===== src/hdl/irs_pkg.sv =====
// register map, address choices and state codes of the two-wire register target
// assumes one 125 MHz clock domain; shared by the target module and the bench
`default_nettype none
package irs_pkg;
  // *****************************
  // bus addressing
  // *****************************
  localparam logic [6:0] IRS_ADDR_NORMAL  = 7'h39;
  localparam logic [6:0] IRS_ADDR_SWAPPED = 7'h38;
  localparam logic [3:0] IRS_BYTE_BITS    = 4'h8;
  localparam logic [7:0] IRS_KEY_VALUE    = 8'h07;
  // *****************************
  // register offsets
  // *****************************
  localparam logic [7:0] IRS_FUNCTION_ENABLE   = 8'h80;
  localparam logic [7:0] IRS_SAMPLE_PERIOD     = 8'h82;
  localparam logic [7:0] IRS_LOW_THRESH_LSB    = 8'h88;
  localparam logic [7:0] IRS_LOW_THRESH_MSB    = 8'h89;
  localparam logic [7:0] IRS_HIGH_THRESH_LSB   = 8'h8A;
  localparam logic [7:0] IRS_HIGH_THRESH_MSB   = 8'h8B;
  localparam logic [7:0] IRS_IRQ_PERSISTENCE   = 8'h8C;
  localparam logic [7:0] IRS_CONFIG_ZERO       = 8'h8D;
  localparam logic [7:0] IRS_PROX_SETUP_ZERO   = 8'h8E;
  localparam logic [7:0] IRS_PROX_SETUP_ONE    = 8'h8F;
  localparam logic [7:0] IRS_REVISION_CODE     = 8'h91;
  localparam logic [7:0] IRS_PART_CODE         = 8'h92;
  localparam logic [7:0] IRS_DEVICE_STATUS     = 8'h9B;
  localparam logic [7:0] IRS_RESULT_LSB        = 8'h9C;
  localparam logic [7:0] IRS_RESULT_MSB        = 8'h9D;
  localparam logic [7:0] IRS_REVISION_CODE_TWO = 8'hA6;
  localparam logic [7:0] IRS_SOFTWARE_RESET    = 8'hA8;
  localparam logic [7:0] IRS_INTER_SAMPLE_WAIT = 8'hA9;
  localparam logic [7:0] IRS_CONFIG_EIGHT      = 8'hAA;
  localparam logic [7:0] IRS_CONFIG_THREE      = 8'hAB;
  localparam logic [7:0] IRS_CONFIG_SIX        = 8'hAE;
  localparam logic [7:0] IRS_RESULT_SMOOTHING  = 8'hB3;
  localparam logic [7:0] IRS_XTALK_OFFSET_LSB  = 8'hC0;
  localparam logic [7:0] IRS_XTALK_OFFSET_MSB  = 8'hC1;
  localparam logic [7:0] IRS_XTALK_TRIM_START  = 8'hD7;
  localparam logic [7:0] IRS_XTALK_TRIM_SETUP  = 8'hD9;
  localparam logic [7:0] IRS_XTALK_TRIM_STATE  = 8'hDC;
  localparam logic [7:0] IRS_IRQ_MASK          = 8'hDD;
  localparam logic [7:0] IRS_LOT_CODE_LSB      = 8'hE5;
  localparam logic [7:0] IRS_LOT_CODE_MSB      = 8'hE6;
  localparam logic [7:0] IRS_FACTORY_TEST_KEY  = 8'hF9;
  // status bit set by a new result, cleared by reading the status register
  localparam int unsigned IRS_STATUS_RESULT_BIT = 0;
  localparam logic [13:0] IRS_RESULT_MAX        = 14'h3FFF;

  typedef enum logic [3:0] {
    IRS_IDLE      = 4'b0000,
    IRS_ADDR      = 4'b0001,
    IRS_ADDR_ACK  = 4'b0010,
    IRS_REG       = 4'b0011,
    IRS_REG_ACK   = 4'b0100,
    IRS_WDATA     = 4'b0101,
    IRS_WDATA_ACK = 4'b0110,
    IRS_RDATA     = 4'b0111,
    IRS_RDATA_ACK = 4'b1000
  } irs_state_e;

  // software-writable registers and their reset values
  function automatic logic irs_writable(input logic [7:0] a);
    case (a)
      IRS_FUNCTION_ENABLE, IRS_SAMPLE_PERIOD, IRS_LOW_THRESH_LSB, IRS_LOW_THRESH_MSB,
      IRS_HIGH_THRESH_LSB, IRS_HIGH_THRESH_MSB, IRS_IRQ_PERSISTENCE, IRS_CONFIG_ZERO,
      IRS_PROX_SETUP_ZERO, IRS_PROX_SETUP_ONE, IRS_SOFTWARE_RESET, IRS_INTER_SAMPLE_WAIT,
      IRS_CONFIG_EIGHT, IRS_CONFIG_THREE, IRS_CONFIG_SIX, IRS_RESULT_SMOOTHING,
      IRS_XTALK_OFFSET_LSB, IRS_XTALK_OFFSET_MSB, IRS_XTALK_TRIM_START, IRS_XTALK_TRIM_SETUP,
      IRS_IRQ_MASK, IRS_FACTORY_TEST_KEY: irs_writable = 1'b1;
      default: irs_writable = 1'b0;
    endcase
  endfunction

  function automatic logic [7:0] irs_reset_value(input logic [7:0] a);
    case (a)
      IRS_SAMPLE_PERIOD:    irs_reset_value = 8'h1F;
      IRS_CONFIG_ZERO:      irs_reset_value = 8'h40;
      IRS_PROX_SETUP_ZERO:  irs_reset_value = 8'h8F;
      IRS_PROX_SETUP_ONE:   irs_reset_value = 8'h60;
      IRS_CONFIG_EIGHT:     irs_reset_value = 8'h02;
      IRS_CONFIG_THREE:     irs_reset_value = 8'h04;
      IRS_CONFIG_SIX:       irs_reset_value = 8'h3F;
      IRS_XTALK_TRIM_SETUP: irs_reset_value = 8'h50;
      default:              irs_reset_value = 8'h00;
    endcase
  endfunction
endpackage
`default_nettype wire


===== src/hdl/irs_target.sv =====
// two-wire bus target with auto-incrementing register map
// assumes pins are open drain, resolved outside; result engine feeds raw samples on clk
`default_nettype none
module irs_target
  import irs_pkg::*;
#(
  parameter logic [7:0] REVISION_ID     = 8'hA5, // arbitrary value
  parameter logic [7:0] PART_ID         = 8'h5A, // arbitrary value
  parameter logic [7:0] REVISION_ID_TWO = 8'h3C, // arbitrary value
  parameter logic [7:0] LOT_LSB         = 8'h12, // arbitrary value
  parameter logic [7:0] LOT_MSB         = 8'h34  // arbitrary value
) (
  // clock and reset
  input  wire logic        clk,
  input  wire logic        sys_rst,
  // bus pin normally wired to the clock line
  input  wire logic        pin_a_i,
  output var  logic        pin_a_o,
  output var  logic        pin_a_oe,
  // bus pin normally wired to the data line
  input  wire logic        pin_b_i,
  output var  logic        pin_b_o,
  output var  logic        pin_b_oe,
  // measurement engine side
  input  wire logic [13:0] raw_signal,
  input  wire logic        raw_valid,
  output var  logic [7:0]  function_enable,
  output var  logic [13:0] low_threshold,
  output var  logic [13:0] high_threshold,
  output var  logic        address_settled
);

  // *****************************
  // pin synchronisers
  // *****************************
  logic [2:0] a_sync;
  logic [2:0] b_sync;
  logic       a_lvl;
  logic       b_lvl;
  logic       a_prev;
  logic       b_prev;

  // three stages, a level counts once the last two agree
  always_ff @(posedge clk) begin
    if (sys_rst) begin
      a_sync <= 3'h7;
      b_sync <= 3'h7;
    end else begin
      a_sync <= {a_sync[1:0], pin_a_i};
      b_sync <= {b_sync[1:0], pin_b_i};
    end
  end

  // 8 ns sampling leaves ample margin at 400 kHz
  always_ff @(posedge clk) begin
    if (sys_rst) begin
      a_lvl  <= 1'b1;
      b_lvl  <= 1'b1;
      a_prev <= 1'b1;
      b_prev <= 1'b1;
    end else begin
      if (a_sync[1] == a_sync[2]) a_lvl <= a_sync[2];
      if (b_sync[1] == b_sync[2]) b_lvl <= b_sync[2];
      a_prev <= a_lvl;
      b_prev <= b_lvl;
    end
  end

  // *****************************
  // address selection
  // *****************************
  logic swapped;
  logic seen_start;

  logic scl;
  logic sda;
  logic scl_prev;
  logic sda_prev;
  assign scl      = swapped ? b_lvl : a_lvl;
  assign sda      = swapped ? a_lvl : b_lvl;
  assign scl_prev = swapped ? b_prev : a_prev;
  assign sda_prev = swapped ? a_prev : b_prev;

  logic start_det;
  logic stop_det;
  logic scl_rise;
  logic scl_fall;
  logic raw_start_a;
  logic raw_start_b;
  // before settling, a start on either pin pair decides which pin is the clock
  assign raw_start_b = b_prev & ~b_lvl & a_lvl & a_prev;
  assign raw_start_a = a_prev & ~a_lvl & b_lvl & b_prev;
  assign start_det   = sda_prev & ~sda & scl & scl_prev;
  assign stop_det    = ~sda_prev & sda & scl & scl_prev;
  assign scl_rise    = ~scl_prev & scl;
  assign scl_fall    = scl_prev & ~scl;

  always_ff @(posedge clk) begin
    if (sys_rst) begin
      swapped         <= 1'b0;
      seen_start      <= 1'b0;
      address_settled <= 1'b0;
    end else if (!address_settled) begin
      if (!seen_start && (raw_start_a || raw_start_b)) begin
        seen_start <= 1'b1;
        swapped    <= raw_start_a;
      end else if (seen_start && stop_det) begin
        address_settled <= 1'b1;
      end
    end
  end

  logic [6:0] my_addr;
  assign my_addr = swapped ? IRS_ADDR_SWAPPED : IRS_ADDR_NORMAL;

  // *****************************
  // register store
  // *****************************
  logic [7:0]  regs [0:255];
  logic [7:0]  status;
  logic [13:0] result;
  logic [7:0]  ptr;
  logic [7:0]  shreg;
  logic        wr_en;
  logic        rd_load;

  function automatic logic [7:0] read_reg(input logic [7:0] a);
    case (a)
      IRS_REVISION_CODE:     read_reg = REVISION_ID;
      IRS_PART_CODE:         read_reg = PART_ID;
      IRS_REVISION_CODE_TWO: read_reg = REVISION_ID_TWO;
      IRS_LOT_CODE_LSB:      read_reg = LOT_LSB;
      IRS_LOT_CODE_MSB:      read_reg = LOT_MSB;
      IRS_DEVICE_STATUS:     read_reg = status;
      IRS_RESULT_LSB:        read_reg = result[7:0];
      IRS_RESULT_MSB:        read_reg = {2'b00, result[13:8]};
      default:               read_reg = irs_writable(a) ? regs[a] : 8'h00;
    endcase
  endfunction

  // signed offset: sign in bit 0 of the msb register
  function automatic logic [13:0] apply_offset(input logic [13:0] raw, input logic [8:0] off);
    logic signed [15:0] diff;
    diff = $signed({2'b00, raw}) - $signed({{7{off[8]}}, off});
    if (diff < 0) apply_offset = 14'h0000;
    else if (diff > $signed({2'b00, IRS_RESULT_MAX})) apply_offset = IRS_RESULT_MAX;
    else apply_offset = diff[13:0];
  endfunction

  // read-only offsets never land in the array, so they stay as reset
  always_ff @(posedge clk) begin
    if (sys_rst) begin
      for (int i = 0; i < 256; i++) begin
        regs[i] <= irs_reset_value(8'(i));
      end
    end else if (wr_en && irs_writable(ptr)) begin
      regs[ptr] <= shreg;
    end
  end

  // thresholds reach the engine only when the high byte lands
  always_ff @(posedge clk) begin
    if (sys_rst) begin
      low_threshold  <= 14'h0000;
      high_threshold <= 14'h0000;
    end else if (wr_en) begin
      if (ptr == IRS_LOW_THRESH_MSB) low_threshold <= {shreg[5:0], regs[IRS_LOW_THRESH_LSB]};
      if (ptr == IRS_HIGH_THRESH_MSB) high_threshold <= {shreg[5:0], regs[IRS_HIGH_THRESH_LSB]};
    end
  end

  always_ff @(posedge clk) begin
    if (sys_rst) function_enable <= 8'h00;
    else function_enable <= regs[IRS_FUNCTION_ENABLE];
  end

  // *****************************
  // result and status
  // *****************************
  always_ff @(posedge clk) begin
    if (sys_rst) begin
      result <= 14'h0000;
    end else if (raw_valid) begin
      result <= apply_offset(raw_signal, {regs[IRS_XTALK_OFFSET_MSB][0], regs[IRS_XTALK_OFFSET_LSB]});
    end
  end

  // a new result in the same cycle as the clearing read wins
  always_ff @(posedge clk) begin
    if (sys_rst) begin
      status <= 8'h00;
    end else begin
      if (rd_load && ptr == IRS_DEVICE_STATUS) status <= 8'h00;
      if (raw_valid) status[IRS_STATUS_RESULT_BIT] <= 1'b1;
    end
  end

  // *****************************
  // protocol engine
  // *****************************
  irs_state_e state;
  logic [3:0] bitcnt;
  logic [7:0] txbyte;
  logic       rw;
  logic       master_ack;
  logic       drive_low;
  logic       addr_hit;
  logic [7:0] rd_byte;

  assign addr_hit = address_settled && shreg[7:1] == my_addr;
  assign wr_en    = state == IRS_WDATA && scl_fall && bitcnt == IRS_BYTE_BITS;
  assign rd_load  = scl_fall && ((state == IRS_ADDR_ACK && rw) || (state == IRS_RDATA_ACK && master_ack));
  assign rd_byte  = read_reg(ptr);

  always_ff @(posedge clk) begin
    if (sys_rst) begin
      shreg      <= 8'h00;
      bitcnt     <= 4'h0;
      master_ack <= 1'b0;
    end else if (start_det) begin
      bitcnt <= 4'h0;
    end else if (scl_rise) begin
      shreg      <= {shreg[6:0], sda};
      bitcnt     <= bitcnt + 4'h1;
      master_ack <= ~sda;
    end else if (scl_fall && bitcnt == IRS_BYTE_BITS + 4'h1) begin
      bitcnt <= 4'h0;
    end
  end

  // pointer only moves on byte traffic; stop leaves it alone
  always_ff @(posedge clk) begin
    if (sys_rst) begin
      ptr <= 8'h00;
    end else if (state == IRS_REG && scl_fall && bitcnt == IRS_BYTE_BITS) begin
      ptr <= shreg;
    end else if (wr_en || rd_load) begin
      ptr <= ptr + 8'h01;
    end
  end

  always_ff @(posedge clk) begin
    if (sys_rst) begin
      state     <= IRS_IDLE;
      rw        <= 1'b0;
      txbyte    <= 8'h00;
      drive_low <= 1'b0;
    end else if (start_det) begin
      state     <= IRS_ADDR;
      drive_low <= 1'b0;
    end else if (stop_det) begin
      state     <= IRS_IDLE;
      drive_low <= 1'b0;
    end else if (scl_fall) begin
      case (state)
        IRS_ADDR: begin
          if (bitcnt == IRS_BYTE_BITS && addr_hit) begin
            state     <= IRS_ADDR_ACK;
            rw        <= shreg[0];
            drive_low <= 1'b1;
          end else if (bitcnt == IRS_BYTE_BITS) begin
            state <= IRS_IDLE;
          end
        end
        IRS_ADDR_ACK: begin
          if (rw) begin
            state     <= IRS_RDATA;
            txbyte    <= rd_byte;
            drive_low <= ~rd_byte[7];
          end else begin
            state     <= IRS_REG;
            drive_low <= 1'b0;
          end
        end
        IRS_REG: begin
          if (bitcnt == IRS_BYTE_BITS) begin
            state     <= IRS_REG_ACK;
            drive_low <= 1'b1;
          end
        end
        IRS_WDATA: begin
          if (bitcnt == IRS_BYTE_BITS) begin
            state     <= IRS_WDATA_ACK;
            drive_low <= 1'b1;
          end
        end
        IRS_REG_ACK, IRS_WDATA_ACK: begin
          state     <= IRS_WDATA;
          drive_low <= 1'b0;
        end
        IRS_RDATA: begin
          if (bitcnt == IRS_BYTE_BITS) begin
            state     <= IRS_RDATA_ACK;
            drive_low <= 1'b0;
          end else begin
            drive_low <= ~txbyte[3'(IRS_BYTE_BITS - 4'h1 - bitcnt)];
          end
        end
        IRS_RDATA_ACK: begin
          if (master_ack) begin
            state     <= IRS_RDATA;
            txbyte    <= rd_byte;
            drive_low <= ~rd_byte[7];
          end else begin
            state <= IRS_IDLE;
          end
        end
        default: begin
          state     <= IRS_IDLE;
          drive_low <= 1'b0;
        end
      endcase
    end
  end

  // *****************************
  // pin drivers
  // *****************************
  // clock line is never stretched, so only the data pin is ever enabled
  always_ff @(posedge clk) begin
    if (sys_rst) begin
      pin_a_o  <= 1'b0;
      pin_b_o  <= 1'b0;
      pin_a_oe <= 1'b0;
      pin_b_oe <= 1'b0;
    end else begin
      pin_a_o  <= 1'b0;
      pin_b_o  <= 1'b0;
      pin_a_oe <= drive_low & swapped;
      pin_b_oe <= drive_low & ~swapped;
    end
  end
endmodule
`default_nettype wire


===== config.mk =====
export PLATFORM = sky130hd
export DESIGN_NAME = irs_target
export DESIGN_NICKNAME = d
export VERILOG_FILES = /design/src/hdl/irs_pkg.sv /design/src/hdl/irs_target.sv
export SDC_FILE = /design/constraint.sdc
export NUM_CORES = 2
export LEC_CHECK = 0
export ABC_CLOCK_PERIOD_IN_PS = 4250
export BUFFER_PORTS_ARGS = -buffer_cell sky130_fd_sc_hd__buf_2
export CORE_UTILIZATION = 60
export CTS_CLUSTER_DIAMETER = 50
export DETAILED_ROUTE_END_ITERATION = 6
export PLACE_DENSITY = 0.76
export SLEW_MARGIN = 20
export SYNTH_ARGS = -nofsm -noshare
export SYNTH_HDL_FRONTEND = slang
export SYNTH_SLANG_ARGS = --single-unit

===== constraint.sdc =====
create_clock -name clk -period 4.25 [get_ports clk]
set_input_delay 0.425 -clock clk [delete_from_list [all_inputs] [get_ports clk]]
set_output_delay 0.425 -clock clk [all_outputs]
set_load 0.02 [all_outputs]

==> metrics.cfg <==
[logic_synthesis]
synth_seq_area_share=0.734
synth_largest_area_cell=sky130_fd_sc_hd__edfxtp_1
post_synth_main_area_contributors=sky130_fd_sc_hd__edfxtp_1 (71%), sky130_fd_sc_hd__mux4_2 (12%), sky130_fd_sc_hd__dfxtp_1 (2.5%)
yosys_register_bits=2157
syn_inst=4718
synthMostInstantiatedCell=sky130_fd_sc_hd__edfxtp_1
area_share_of_the_leading_cell_type_in_the_synthesized_netlist=0.709
synth_enable_flop_cells=2048
synth_async_sr_flop_share=0
synth_common_cells=sky130_fd_sc_hd__edfxtp_1 (2,048), sky130_fd_sc_hd__mux4_2 (479), sky130_fd_sc_hd__clkbuf_1 (397)
synth_cell_types=74
ys.flop_type=sky130_fd_sc_hd__edfxtp_1
syn_area_um2=86700
yosysWarnings=0
average_size_of_a_mapped_cell_um2=18.4

[power]
post-layout-total-power_mw=44.9
cellPowerDensity_nw_per_um2=439
power.internal_mw=35.6
power.sequential.fraction=0.564
share_clk_of_total_power=0.400
cellLeakagePower_nw=37.0
switching_fraction_of_total_power=0.208
power.combinational.fraction=0.036
max-vdd-ir-drop_mv=0.487
total_switching_power_mw=9.32

[drt]
drc_errors=0
drt-pass1-iter-count=6
post_drt_via_cell_ratio=5.39
detail-route-antenna-nets=0
drtIter0Drc=4661
detail_route.wirelength_mm=179
vias=45700
routed_wire_length_per_instance_um=21.1

[final_layout]
diodes=0
filler_cell_count=8694
fin_nets=6427
areaGrowthSynthToFinish_pct=18.1
final-instance-count-excl-fill=8472
finish.utilization=0.714
post_route_cells_drive_above_1_share=0.172

[worst_setup_path]
required_ns=4.93
r2r_end=txbyte[1]
worst_ep_arrival_time_ns=4.74
critPathMaxStageDelay_ns=0.65
timing.critical_path.from_type=flop
crit_chain=buf_4 > buf_4 > mux4_2 > a22o_1 > a221oi_1 > o22ai_1 > nor3_1 > o22ai_1 > nor3b_1 > a2111oi_0
cp_slowest_cell=sky130_fd_sc_hd__dfxtp_4
worstPathMaxFanout=22
criticalPathCategory=reg2reg
reg2reg_depth=10
critical_path.endpoint_type=flop
reg2reg_setup_slack_ns=0.19

[die]
initial_util=0.604
placement_rows=139
die_h_um=382
die_width_um=382
ioPinCount=60
design.die.area_um2=146000
core-area_um2=143000

[placement]
buffer_ports.inserted=57
post-dp-hpwl_mm=114
gp_congestion=0.894
worst_setup_slack_after_placement_ns=0.0164
post-place-cells=8067

[timing]
timing.final.setup_violations=0
max_slew.worst_pin.slew_ns=1.16
clock_skew_ns=0.0648
slew_headroom=0.212
grt_setup_unrepaired=false
slew_viol_final=0
setup_ws_ns=0.188
tns_ns=0
final_critical_period_ns=4.06
maxClockFrequency_ghz=0.246
post-route-period-util=0.956
hold_viol=0

[grt]
grt_pass1_vias=46200
grt_first_pass_wirelength_mm=269
grtUsageTotal=0.247
antenna_found_initial=9
pin_count_of_the_biggest_net_entering_global_routing=181
overflow=0

[clock_tree]
tritoncts_clock_tree=built
insertion_delay_ns=0.85
cts.htree.levels=4
tritoncts_num_sinks=2157
clock_tree.root_cell=sky130_fd_sc_hd__clkbuf_16
clk_pin_slew_ns=0.07
post_cts.resized_instances=0
cts_buffer_count=214
number_of_buffers_on_the_longest_clock_path=3

[run_status]
result_of_the_run=finished, final reports clean

[worst_hold_path]
worst_hold_path_type=in2reg
holdPathStages=4
min_to=result[1]
timing.hold.worst.start=raw_signal[1]

[job]
max_cap_violations=0

-- cell families (layout without fill, tap and decap cells) --
logic type	after synthesis	count (layout)	synth area share
AO/OA/AOI/OAI	550	550	0.0442
XOR/XNOR	14	14	0.00141
adder cells (fa/ha/maj)	23	23	0.00341
buffers and inverters	571	725	0.0298
flip-flops	2157	2157	0.734
multiplexers	600	600	0.140
other	1	1698	0.0000433
AND/OR/NAND/NOR	802	802	0.0472
-- worst max-delay path: cells and delay by family, from the launching register on --
kind            cells  cell delay [ns]
compound gates      5             1.36
buf+inv             2             0.77
flops               1             0.65
mux                 1             0.35
simple gates        2             0.75
-- state kept, by name, summed over array words and instances, names as in the netlist, 4 cells and up, named ones only --
name	flops
regs	2048
high_threshold	14
low_threshold	14
result	14
function_enable	8
ptr	8
shreg	8
txbyte	8
bitcnt	4
state	4
-- through the flow --
stage          cell area (µm²)  hold WS (ns)
2_1_floorplan            93100         0.389
3_3_place_gp             95600         0.391
3_5_place_dp             95600         0.401
4_1_cts                 102000        0.0546
5_1_grt                 102000         0.147
6_report                102000         0.121
-- cell usage in the layout, fill, tap and decap left out, types with 59 or more instances in the layout --
cell,count
sky130_fd_sc_hd__mux4_2,479
sky130_fd_sc_hd__nor3_1,112
sky130_fd_sc_hd__dfxtp_1,105
sky130_fd_sc_hd__clkbuf_1,66
sky130_fd_sc_hd__a22oi_1,111
sky130_fd_sc_hd__and2_1,130
sky130_fd_sc_hd__mux2i_1,103
sky130_fd_sc_hd__nand2_1,88
sky130_fd_sc_hd__a22o_1,59
sky130_fd_sc_hd__nor2_1,221
sky130_fd_sc_hd__clkbuf_16,214
sky130_fd_sc_hd__a21oi_1,126
sky130_fd_sc_hd__buf_4,190
sky130_fd_sc_hd__conb_1,1698
sky130_fd_sc_hd__edfxtp_1,2048
-- per-layer routing --
metal,wire length (µm),track usage
met5,122,0
met4,5910,0.0889
met3,14500,0.0523
met2,89900,0.412
met1,68200,0.324
-- how the worst max path moves through the flow --
stage               cells after the start   start  slack, ns           end
finish                                 10    flop       0.19     txbyte[1]
global route                           10    flop       0.15     txbyte[1]
CTS                                    10    flop      0.003     txbyte[2]
detailed placement                     10    flop       0.02     txbyte[2]
global placement                       10    flop       0.11     txbyte[2]
floorplan                              12  ptr[1]       1.24  regs[130][0]
-- area by class of cell --
cell class | instances | area (µm²) | share of cell area
sequential | 2157 | 63700 | 0.622
multi-input combinational | 3687 | 26900 | 0.262
clock buffer | 283 | 5640 | 0.0550
timing repair buffer | 292 | 2590 | 0.0253
tap | 1903 | 2380 | 0.0232
clock inverter | 117 | 1140 | 0.0111
inverter | 33 | 124 | 0.00121
-- power by group through the flow --
stage	clock [mW]	sequential, mW	combinational (mW)
after floorplan	0	25.6	1.22
after global placement	0	25.7	1.53
after detailed placement	0	25.8	1.56
after CTS	18.3	25.4	1.57
after global routing	19.1	25.5	1.79
final	18.0	25.3	1.63
-- repair_timing --
action,CTS,global route
endpoints found under the setup margin,0,2
setup buffers,0,1
hold buffers,4,0
endpoints found under the hold margin,42,0
No activity file was read; power rests on OpenSTA's default activity.
